**src/shared/sensor_power_regs.svh**
```systemverilog
// register offsets, field positions, reset values and timing counts of the power sequencer
`ifndef SENSOR_POWER_REGS_SVH
`define SENSOR_POWER_REGS_SVH

// ==========================================================
// register indices (byte address is four times the index)
`define SPS_IDX_ENABLE      10'h080
`define SPS_IDX_STATUS4     10'h09f
`define SPS_IDX_CFG0        10'h0a1
`define SPS_IDX_CONTROL     10'h0b1
`define SPS_IDX_STATE_VIEW  10'h0f0

// ==========================================================
// field positions
`define SPS_EN_POWER_UP_BIT 0
`define SPS_EN_LIGHT_BIT    1
`define SPS_EN_FDEN_BIT     6
`define SPS_CFG0_IRQ_SLEEP_BIT 6
`define SPS_ST4_HOLD_BIT    0
`define SPS_CTL_HOLD_CLR_BIT 2

// ==========================================================
// reset values
`define SPS_ENABLE_RST      8'h00
`define SPS_CFG0_RST        8'h08

// ==========================================================
// timing
`define SPS_CLK_KHZ         40000
`define SPS_INIT_TIME_US    500
`define SPS_INIT_CYCLES     (`SPS_INIT_TIME_US * `SPS_CLK_KHZ / 1000)
`define SPS_OSC_KHZ         720
`define SPS_OSC_DIV         ((`SPS_CLK_KHZ + `SPS_OSC_KHZ - 1) / `SPS_OSC_KHZ)

`endif

```
**src/shared/sensor_power_pkg.sv**
```systemverilog
// types of the power sequencer
`default_nettype none

package sensor_power_pkg;

   typedef enum logic [2:0] {
      ST_INIT   = 3'h0,
      ST_SLEEP  = 3'h1,
      ST_IDLE   = 3'h3,
      ST_ACTIVE = 3'h2,
      ST_HOLD   = 3'h6
   } pwr_state_t;

   typedef struct packed {
      logic fden;
      logic light_sense_function_enable;
      logic power_up_request_bit;
   } enable_t;

   typedef struct packed {
      logic [11:0] addr;
      logic [31:0] data;
      logic [3:0]  strb;
   } wr_req_t;

endpackage

`default_nettype wire

```
**src/design/sensor_power_state_sequencer.sv**
```systemverilog
// power state sequencer with axi4-lite registers and serial bus watcher
// Functional notes
// - nack every serial transfer during initialization
// - after initialization enter sleep, oscillator stopped
// - bus start wakes bus interface until stop
// - power-up bit moves sleep to idle, oscillator on
// - function enable leaves idle; all cleared returns
// - light and flicker sampling run concurrently
// - sleep-after-irq bit forces sleep on interrupt
// - forced sleep leaves all register settings unchanged
// - forced sleep holds until host clears flag
// - oscillator tick at about 720 khz
// - plain sleep when power-up bit is zero, outside initialization and forced sleep
`include "sensor_power_regs.svh"
`timescale 1ns/100ps
`default_nettype none

module sensor_power_state_sequencer #(
   parameter int unsigned INIT_CYCLES = `SPS_INIT_CYCLES
) (
   // clock and reset
   input  wire logic        i_clk_sys,
   input  wire logic        i_nrst,
   // axi4-lite write
   input  wire logic [11:0] i_s_axi_awaddr,
   input  wire logic        i_s_axi_awvalid,
   output var  logic        o_s_axi_awready,
   input  wire logic [31:0] i_s_axi_wdata,
   input  wire logic [3:0]  i_s_axi_wstrb,
   input  wire logic        i_s_axi_wvalid,
   output var  logic        o_s_axi_wready,
   output var  logic [1:0]  o_s_axi_bresp,
   output var  logic        o_s_axi_bvalid,
   input  wire logic        i_s_axi_bready,
   // axi4-lite read
   input  wire logic [11:0] i_s_axi_araddr,
   input  wire logic        i_s_axi_arvalid,
   output var  logic        o_s_axi_arready,
   output var  logic [31:0] o_s_axi_rdata,
   output var  logic [1:0]  o_s_axi_rresp,
   output var  logic        o_s_axi_rvalid,
   input  wire logic        i_s_axi_rready,
   // serial bus pins
   input  wire logic        i_scl,
   input  wire logic        i_sda,
   output var  logic        o_sda_out,
   output var  logic        o_sda_oe,
   // measurement side
   input  wire logic        i_irq_event,
   output var  logic        o_init_busy,
   output var  logic        o_bus_if_awake,
   output var  logic        o_osc_run,
   output var  logic        o_osc_tick,
   output var  logic        o_als_run,
   output var  logic        o_flicker_run
);

   // ==========================================================
   // declarations
   sensor_power_pkg::pwr_state_t state_reg, state_next;
   sensor_power_pkg::enable_t    en_reg;
   sensor_power_pkg::wr_req_t    wr_reg;
   logic [7:0]  cfg0_reg;
   logic        hold_flag_reg;
   logic [31:0] init_cnt_reg;
   logic [5:0]  osc_cnt_reg;
   logic        aw_got_reg;
   logic        w_got_reg;
   logic [2:0]  scl_sync_reg;
   logic [2:0]  sda_sync_reg;
   logic        bus_busy_reg;

   function automatic logic idx_hit(input logic [11:0] addr, input logic [9:0] idx);
      idx_hit = (addr[11:2] == idx) && (addr[1:0] == 2'h0);
   endfunction

   // ==========================================================
   // decoding
   wire       do_write   = aw_got_reg && w_got_reg && !o_s_axi_bvalid;
   wire       lane0      = wr_reg.strb[0];
   wire       wr_enable  = idx_hit(wr_reg.addr, `SPS_IDX_ENABLE);
   wire       wr_cfg0    = idx_hit(wr_reg.addr, `SPS_IDX_CFG0);
   wire       wr_control = idx_hit(wr_reg.addr, `SPS_IDX_CONTROL);
   wire       wr_mapped  = wr_enable || wr_cfg0 || wr_control || idx_hit(wr_reg.addr, `SPS_IDX_STATUS4)
                           || idx_hit(wr_reg.addr, `SPS_IDX_STATE_VIEW);
   wire       pwr_up     = en_reg.power_up_request_bit;
   wire       light_en   = en_reg.light_sense_function_enable;
   wire       sleep_after_irq_enable = cfg0_reg[`SPS_CFG0_IRQ_SLEEP_BIT];
   wire       any_func   = light_en || en_reg.fden;
   wire       running    = (state_reg == sensor_power_pkg::ST_IDLE) || (state_reg == sensor_power_pkg::ST_ACTIVE);
   wire       irq_sleep  = running && sleep_after_irq_enable && i_irq_event;
   wire       hold_clr   = do_write && lane0 && wr_control && wr_reg.data[`SPS_CTL_HOLD_CLR_BIT];
   wire       hold_next  = irq_sleep || (hold_flag_reg && !hold_clr);
   wire       init_done  = init_cnt_reg == 32'(INIT_CYCLES - 1);
   wire       osc_wrap   = osc_cnt_reg == 6'(`SPS_OSC_DIV - 1);
   wire       run_next   = (state_next == sensor_power_pkg::ST_IDLE) || (state_next == sensor_power_pkg::ST_ACTIVE);
   wire       start_det  = scl_sync_reg[1] && sda_sync_reg[2] && !sda_sync_reg[1];
   wire       stop_det   = scl_sync_reg[1] && !sda_sync_reg[2] && sda_sync_reg[1];
   wire [7:0] enable_rd  = {1'b0, en_reg.fden, 4'h0, light_en, pwr_up};
   wire [31:0] rd_word   = idx_hit(i_s_axi_araddr, `SPS_IDX_ENABLE)     ? {24'h0, enable_rd} :
                           idx_hit(i_s_axi_araddr, `SPS_IDX_CFG0)       ? {24'h0, cfg0_reg} :
                           idx_hit(i_s_axi_araddr, `SPS_IDX_STATUS4)    ? {31'h0, hold_flag_reg} :
                           idx_hit(i_s_axi_araddr, `SPS_IDX_STATE_VIEW) ? {28'h0, o_osc_run, state_reg} :
                           32'h0;
   wire       rd_mapped  = idx_hit(i_s_axi_araddr, `SPS_IDX_ENABLE) || idx_hit(i_s_axi_araddr, `SPS_IDX_CFG0)
                           || idx_hit(i_s_axi_araddr, `SPS_IDX_STATUS4) || idx_hit(i_s_axi_araddr, `SPS_IDX_CONTROL)
                           || idx_hit(i_s_axi_araddr, `SPS_IDX_STATE_VIEW);

   // ==========================================================
   // state machine
   always_comb begin
      state_next = state_reg;
      unique case (state_reg)
         sensor_power_pkg::ST_INIT: begin
            if (init_done) state_next = sensor_power_pkg::ST_SLEEP;
         end
         sensor_power_pkg::ST_SLEEP: begin
            if (pwr_up) state_next = sensor_power_pkg::ST_IDLE;
         end
         sensor_power_pkg::ST_IDLE: begin
            if (irq_sleep) state_next = sensor_power_pkg::ST_HOLD;
            else if (!pwr_up) state_next = sensor_power_pkg::ST_SLEEP;
            else if (any_func) state_next = sensor_power_pkg::ST_ACTIVE;
         end
         sensor_power_pkg::ST_ACTIVE: begin
            if (irq_sleep) state_next = sensor_power_pkg::ST_HOLD;
            else if (!pwr_up) state_next = sensor_power_pkg::ST_SLEEP;
            else if (!any_func) state_next = sensor_power_pkg::ST_IDLE;
         end
         sensor_power_pkg::ST_HOLD: begin
            if (!hold_flag_reg) begin
               state_next = pwr_up ? sensor_power_pkg::ST_IDLE : sensor_power_pkg::ST_SLEEP;
            end
         end
         default: state_next = sensor_power_pkg::ST_SLEEP;
      endcase
   end

   always_ff @(posedge i_clk_sys) begin
      if (!i_nrst) begin
         state_reg     <= sensor_power_pkg::ST_INIT;
         init_cnt_reg  <= 32'h0;
         hold_flag_reg <= 1'b0;
      end else begin
         state_reg     <= state_next;
         init_cnt_reg  <= init_done ? init_cnt_reg : init_cnt_reg + 32'h1;
         hold_flag_reg <= hold_next;
      end
   end

   // ==========================================================
   // oscillator and function outputs
   always_ff @(posedge i_clk_sys) begin
      if (!i_nrst) begin
         osc_cnt_reg   <= 6'h0;
         o_osc_run     <= 1'b0;
         o_osc_tick    <= 1'b0;
         o_als_run     <= 1'b0;
         o_flicker_run <= 1'b0;
         o_init_busy   <= 1'b1;
      end else begin
         osc_cnt_reg   <= (!run_next || osc_wrap) ? 6'h0 : osc_cnt_reg + 6'h1;
         o_osc_run     <= run_next;
         o_osc_tick    <= run_next && osc_wrap;
         o_als_run     <= (state_next == sensor_power_pkg::ST_ACTIVE) && light_en;
         o_flicker_run <= (state_next == sensor_power_pkg::ST_ACTIVE) && en_reg.fden;
         o_init_busy   <= state_next == sensor_power_pkg::ST_INIT;
      end
   end

   // ==========================================================
   // serial bus watcher
   always_ff @(posedge i_clk_sys) begin
      if (!i_nrst) begin
         scl_sync_reg   <= 3'h7;
         sda_sync_reg   <= 3'h7;
         bus_busy_reg   <= 1'b0;
         o_bus_if_awake <= 1'b0;
         o_sda_out      <= 1'b0;
         o_sda_oe       <= 1'b0;
      end else begin
         scl_sync_reg   <= {scl_sync_reg[1:0], i_scl};
         sda_sync_reg   <= {sda_sync_reg[1:0], i_sda};
         bus_busy_reg   <= (start_det || (bus_busy_reg && !stop_det)) && (state_reg != sensor_power_pkg::ST_INIT);
         o_bus_if_awake <= (start_det || (bus_busy_reg && !stop_det)) && (state_reg != sensor_power_pkg::ST_INIT);
         o_sda_out      <= 1'b0;
         o_sda_oe       <= 1'b0;
      end
   end

   // ==========================================================
   // axi4-lite slave
   always_ff @(posedge i_clk_sys) begin
      if (!i_nrst) begin
         o_s_axi_awready <= 1'b1;
         o_s_axi_wready  <= 1'b1;
         o_s_axi_bvalid  <= 1'b0;
         o_s_axi_bresp   <= 2'h0;
         aw_got_reg      <= 1'b0;
         w_got_reg       <= 1'b0;
         wr_reg          <= '0;
      end else begin
         if (i_s_axi_awvalid && o_s_axi_awready) begin
            o_s_axi_awready <= 1'b0;
            aw_got_reg      <= 1'b1;
            wr_reg.addr     <= i_s_axi_awaddr;
         end
         if (i_s_axi_wvalid && o_s_axi_wready) begin
            o_s_axi_wready <= 1'b0;
            w_got_reg      <= 1'b1;
            wr_reg.data    <= i_s_axi_wdata;
            wr_reg.strb    <= i_s_axi_wstrb;
         end
         if (do_write) begin
            aw_got_reg     <= 1'b0;
            w_got_reg      <= 1'b0;
            o_s_axi_bvalid <= 1'b1;
            o_s_axi_bresp  <= wr_mapped ? 2'h0 : 2'h2;
         end
         if (o_s_axi_bvalid && i_s_axi_bready) begin
            o_s_axi_bvalid  <= 1'b0;
            o_s_axi_awready <= 1'b1;
            o_s_axi_wready  <= 1'b1;
         end
      end
   end

   // settings change only by software writes, never by the forced sleep
   always_ff @(posedge i_clk_sys) begin
      if (!i_nrst) begin
         en_reg   <= '0;
         cfg0_reg <= `SPS_CFG0_RST;
      end else begin
         if (do_write && lane0 && wr_enable) begin
            en_reg.power_up_request_bit        <= wr_reg.data[`SPS_EN_POWER_UP_BIT];
            en_reg.light_sense_function_enable <= wr_reg.data[`SPS_EN_LIGHT_BIT];
            en_reg.fden                        <= wr_reg.data[`SPS_EN_FDEN_BIT];
         end
         if (do_write && lane0 && wr_cfg0) cfg0_reg <= wr_reg.data[7:0];
      end
   end

   always_ff @(posedge i_clk_sys) begin
      if (!i_nrst) begin
         o_s_axi_arready <= 1'b1;
         o_s_axi_rvalid  <= 1'b0;
         o_s_axi_rdata   <= 32'h0;
         o_s_axi_rresp   <= 2'h0;
      end else if (i_s_axi_arvalid && o_s_axi_arready) begin
         o_s_axi_arready <= 1'b0;
         o_s_axi_rvalid  <= 1'b1;
         o_s_axi_rdata   <= rd_word;
         o_s_axi_rresp   <= rd_mapped ? 2'h0 : 2'h2;
      end else if (o_s_axi_rvalid && i_s_axi_rready) begin
         o_s_axi_rvalid  <= 1'b0;
         o_s_axi_arready <= 1'b1;
      end
   end
endmodule

`default_nettype wire

```
**config.mk**
```make
export PLATFORM = sky130hd
export DESIGN_NAME = sensor_power_state_sequencer
export DESIGN_NICKNAME = d
export VERILOG_FILES = /design/src/shared/sensor_power_pkg.sv /design/src/design/sensor_power_state_sequencer.sv
export VERILOG_INCLUDE_DIRS = /design/src /design/src/shared
export SDC_FILE = /design/constraint.sdc
export NUM_CORES = 1
export LEC_CHECK = 0
export BUFFER_PORTS_ARGS = -buffer_cell sky130_fd_sc_hd__buf_2
export CORE_ASPECT_RATIO = 0.7
export CORE_MARGIN = 4
export CORE_UTILIZATION = 55
export CTS_BUF_LIST = sky130_fd_sc_hd__clkbuf_8
export DETAILED_ROUTE_END_ITERATION = 7
export PLACE_DENSITY = 0.83
export SETUP_SLACK_MARGIN = 0.1
export SLEW_MARGIN = 20
export SYNTH_ARGS = -nofsm -noshare
export SYNTH_HDL_FRONTEND = slang
export SYNTH_SLANG_ARGS = --single-unit
```
**constraint.sdc**
```tcl
create_clock -name i_clk_sys -period 2.22 [get_ports i_clk_sys]
set_input_delay 0.222 -clock i_clk_sys [delete_from_list [all_inputs] [get_ports i_clk_sys]]
set_output_delay 0.222 -clock i_clk_sys [all_outputs]
set_load 0.01 [all_outputs]
```
== Word level (Yosys, flattened, before mapping) ==
Cells that the tools add are included.

* Add/subtract/negate cells: 2
* Equality and inequality tests: 18
* Multiplexer cells: 21
* Bitwise operators: 1
* Reduce and logical (&&, ||, !) cells: 63

{| class="wikitable"
|+ Operators with widths
! kind !! number
|-
| $eq 10x8->1 const B || 10
|-
| $logic_and 1x1->1 || 34
|-
| $add 32x1->32 const B || 1
|-
| $eq 32x15->1 const B || 1
|-
| $mux 3 || 9
|-
| $mux 8 || 2
|-
| $pmux 3 s5 || 1
|-
| $logic_or 1x1->1 || 14
|-
| $eq 3x2->1 const B || 4
|-
| $mux 4 || 2
|-
| $add 6x1->6 const B || 1
|-
| $eq 6x6->1 const B || 1
|-
| $logic_not 1->1 || 6
|-
| $logic_not 3->1 || 2
|-
| $mux 2 || 3
|-
| $reduce_or 2->1 || 3
|-
| $logic_not 2->1 || 2
|-
| $mux 1 || 4
|-
| $eq 3x1->1 const B || 1
|-
| $eq 3x3->1 const B || 1
|-
| $reduce_bool 3->1 || 1
|-
| $reduce_bool 2->1 || 1
|-
| $not 1->1 || 1
|}

* Register bits: 128
* Input port bits: 70
* Output and inout bits: 49
* Word-level logic and storage cells: 134

== Logic depth before layout (Yosys ltp) ==
* Word-level depth: 11
* Mapped depth: 6
* Mapped depth without buffers: 5

== Least setup slack after synthesis ==
No wires, ideal clock.

* Kind: register -> register
* Start: register init_cnt_reg[5]
* End: register init_cnt_reg[0]
* Setup time: 0.131 ns
* Data arrival time: 1.609 ns
* Required time: 2.089 ns
* Slack: 0.480 ns
* Cell stages (with the launch flop): 5
* Buffers on the path: 0
* Period minus slack after synthesis: 1.740 ns
* Path through: dfxtp_1 -> or4_1 -> nor4_4 -> nand3_1 -> nor3b_2

* Longest elaborated chain between the ends: 1

{| class="wikitable"
|+ RTL lines
! item !! line !! RTL
|-
| from (decl) || sensor_power_state_sequencer.sv:65 || <nowiki>logic [31:0] init_cnt_reg;</nowiki>
|-
| from (signal assigned) || sensor_power_state_sequencer.sv:146 || <nowiki>init_cnt_reg <= init_done ? init_cnt_reg : init_cnt_reg + 32'h1;</nowiki>
|-
| $eq 32x15->1 || sensor_power_state_sequencer.sv:94 || <nowiki>wire init_done = init_cnt_reg == 32'(INIT_CYCLES - 1);</nowiki>
|}

Every way passes these cells.
A chain may end at the register's enable or synchronous reset.

== Final worst setup path ==
* Start: register init_cnt_reg[6]
* End: register init_cnt_reg[24]

* Longest elaborated chain between the ends: 1
* Elaborated cells between the ends (all ways): 2
* Classes of those cells: add/sub (1); eq/ne (1)

{| class="wikitable"
|+ RTL lines
! item !! line
|-
| $add 32x1->32 / $eq 32x15->1 (equally long branches) || sensor_power_state_sequencer.sv:146, sensor_power_state_sequencer.sv:94
|}

Parallel ways exist; a longest one is shown, timed or not.

==> run metrics <==
number of enable flip-flop cells after synthesis 0; H-tree depth reported by CTS 3; Diodes inserted 0; Final min period 1.94 ns; total count of hold-check failures in the final report 0; total of endpoints with negative setup slack in the final report 0; area delta synth->final 11.1%; cell at the root of the clock tree sky130_fd_sc_hd__clkbuf_8; buffers and inverters on the worst path 0; number of different library cells in the post-synthesis netlist 63; number of core rows 27; Die X 119 um; Post-layout nets 693; actual slew at the worst max-slew pin 0.605 ns; cell area after layout 5250 sq um; top achievable clock speed 516 MHz; outcome completed; worst slew margin relative to its limit 59.1%; Final period util 87.3%; Tot GR Track Use 21.3%; initial antenna violation count 0; number of remaining DRC errors 0; number of DRC markers in iteration 0 431; cts bufs inserted 9; class of the most critical hold timing path in2reg; crit path max-delay cell type sky130_fd_sc_hd__or4_1; CP Data Arrival Time 2.24 ns; post-cts hold buffer count 0; fraction of registers with async set or reset after synthesis 0%; Max-Cap Viols 0; clk_skew 0.00706 ns; detailed-placement wirelength estimate 7860 um; CP top delay family simple AND/OR/NAND/NOR gates; P_leak 0.00204 uW; starting density of the core 58.3%; Fillers 671; clock transition at the register clock pins on the worst setup and hold paths after CTS 0.10 ns; antenna viol nets, final 0; critical path start-end classification reg2reg; Buffers on Ports 63; Core Area 8110 sq um; Pwr per Cell Area 660 nW/um^2; detailed-route wire length per cell 15.1 um; synthesized area 4730 sq um; Die Outline Area 10200 sq um; peak fanout along the critical path 8; critical path endpoint category flip-flop; RSZ-0062 raised after global routing false; proportion of layout cells with a drive suffix above 1 18.1%; IO Pins 119; most frequently used flop master after synthesis sky130_fd_sc_hd__dfxtp_1; total routed wirelength 11000 um; fraction of the yosys area taken by sequential cells 43.2%; first drt pass iteration count 5; Avg Inst Size Synth 8.45 sq um; flip-flop and latch count after synthesis 102; placed instance area 4990 sq um; number of max-slew violations in the final report 0; remaining global-route overflow 0; Synth Warn # 0; max FFs per register 32; total clock sinks 102; slowest cell delay on critical path 0.58 ns; vias in the first global route 3868; gpl congestion 0.886; largest net degree at the start of global routing 33; total number of vias 4229; sum of negative setup slack 0 ns; kind of start point of the critical path flip-flop; die span in y 85.6 um; TritonCTS clock tree built; crit-path cells and4_2, nand4_1, or4_1, a21oi_1; required time reported for the critical path endpoint 2.52 ns; Post-Synthesis Cells 560; latest clock arrival within the worst-skew pair 0.37 ns; Clock Path Buffers 2; wire length of the first global-routing pass 18100 um; VDD IR max 0.453 mV; mean number of vias per cell 5.82
-- final timing paths --
check	start	end	slack, ns	depth (start not counted)
hold reg to reg	scl_sync_reg[0]$_SDFF_PN1_	scl_sync_reg[1]$_SDFF_PN1_	0.44	1
setup reg to reg	init_cnt_reg[6]$_SDFFE_PN0N_	init_cnt_reg[24]$_SDFFE_PN0N_	0.28	4
setup / recovery	init_cnt_reg[6]$_SDFFE_PN0N_	init_cnt_reg[24]$_SDFFE_PN0N_	0.28	4
hold / removal	i_sda	sda_sync_reg[0]$_SDFF_PN1_	0.04	2
-- final cells by class --
class                           count  area [sq um]  share of cell area, %
Multi-Input combinational cell    419          2400                   45.8
Sequential cell                   102          2040                   38.9
Timing Repair Buffer               75           405                   7.72
Clock buffer                       10           138                   2.62
Tap cell                          101           126                   2.41
Clock inverter                      6          85.1                   1.62
Inverter                           14          52.6                   1.00
-- cells in the mapped netlist (4+ instances only) --
master                     instances  share of area [%]
sky130_fd_sc_hd__dfxtp_1         102                 43
sky130_fd_sc_hd__nand2_1          72                5.7
sky130_fd_sc_hd__a21oi_1          61                6.5
sky130_fd_sc_hd__nand3_1          37                3.9
sky130_fd_sc_hd__o21ai_0          29                3.1
sky130_fd_sc_hd__buf_4            28                4.4
sky130_fd_sc_hd__nor2_1           26                2.1
sky130_fd_sc_hd__nand4_1          20                2.6
sky130_fd_sc_hd__clkbuf_1         17                1.3
sky130_fd_sc_hd__inv_1            13                1.0
sky130_fd_sc_hd__nand2b_1         13                1.7
sky130_fd_sc_hd__or3_1            10                1.3
sky130_fd_sc_hd__nor4_1            8                1.1
sky130_fd_sc_hd__xor2_1            8                1.5
sky130_fd_sc_hd__and2_1            7               0.93
sky130_fd_sc_hd__and4_1            7                1.3
sky130_fd_sc_hd__or4_1             7                1.1
sky130_fd_sc_hd__a31oi_1           6               0.79
sky130_fd_sc_hd__mux2i_1           6                1.3
sky130_fd_sc_hd__nor3_1            5               0.53
sky130_fd_sc_hd__o31ai_1           5               0.79
sky130_fd_sc_hd__and3_1            4               0.53
sky130_fd_sc_hd__and3b_1           4               0.74
sky130_fd_sc_hd__xnor2_1           4               0.74
-- worst register-to-register path, delay by kind of cell (launching register included) --
kind | cells | cell delay, ns
and+or+nand+nor | 3 | 1.25
DFF | 1 | 0.45
AOI/OAI and AO/OA | 1 | 0.17
-- placed cells by master, fill, tap and decap left out, drive strengths merged, types with 4 or more instances in the layout --
cell type | synthesis | final
and2 | 7 | 7
nor2 | 26 | 26
xnor2 | 4 | 4
nand4 | 20 | 20
nor3 | 5 | 5
dfxtp | 102 | 102
or3 | 11 | 11
nand2 | 73 | 73
or4 | 10 | 10
o31ai | 5 | 5
mux2i | 6 | 6
and3 | 5 | 5
conb | 1 | 28
inv | 14 | 16
a31oi | 6 | 6
nand2b | 13 | 13
a21oi | 61 | 61
buf | 34 | 75
xor2 | 8 | 8
and3b | 4 | 4
and4 | 7 | 7
o21ai | 29 | 29
nand3 | 37 | 37
clkbuf | 17 | 10
nor4 | 11 | 11
-- where the power goes --
group          switching [uW]  leakage, uW  internal (uW)
logic                     166      0.00109           95.4
registers                32.8     0.000829           1870
clock network             636     0.000114            664
total                     835      0.00204           2630
-- through the flow --
stage / utilization (%) / worst slack, ns / power (uW) / instances / hold WS [ns]
after CTS: 64.3 / 0.249 / 3480 / 722 / 0.0266
after global routing: 64.8 / 0.143 / 3600 / 727 / 0.0367
after detailed placement: 61.6 / 0.262 / 2200 / 706 / 0.396
after floorplan: - / 0.480 / 2150 / 587 / 0.322
final: 64.8 / 0.282 / 3470 / 727 / 0.0381
after global placement: 61.6 / 0.364 / 2190 / 706 / 0.396
-- cell families after synthesis --
logic type | after synthesis | share of synthesized area [%]
simple gates | 244 | 28.8
compound gates | 127 | 15.7
flops | 102 | 43.2
buf+inv | 66 | 8.15
xor+xnor | 12 | 2.22
mux | 6 | 1.27
fa+ha+maj | 2 | 0.529
other cells | 1 | 0.0793
-- layer usage --
metal  part of all wire [%]  up-vias  track usage, %
li1                       -     2081               -
met1                     47     1935            29.0
met2                     44      187            33.1
met3                    7.5       26            5.21
met4                    1.7        0            7.57
met5                      0        -               0
-- what timing repair did --
action | 4_1_cts | 5_1_grt
gates resized for setup | 0 | 1
setup buffers | 0 | 5
setup endpoints to repair | 0 | 3
Power figures use the tool's default switching activity.
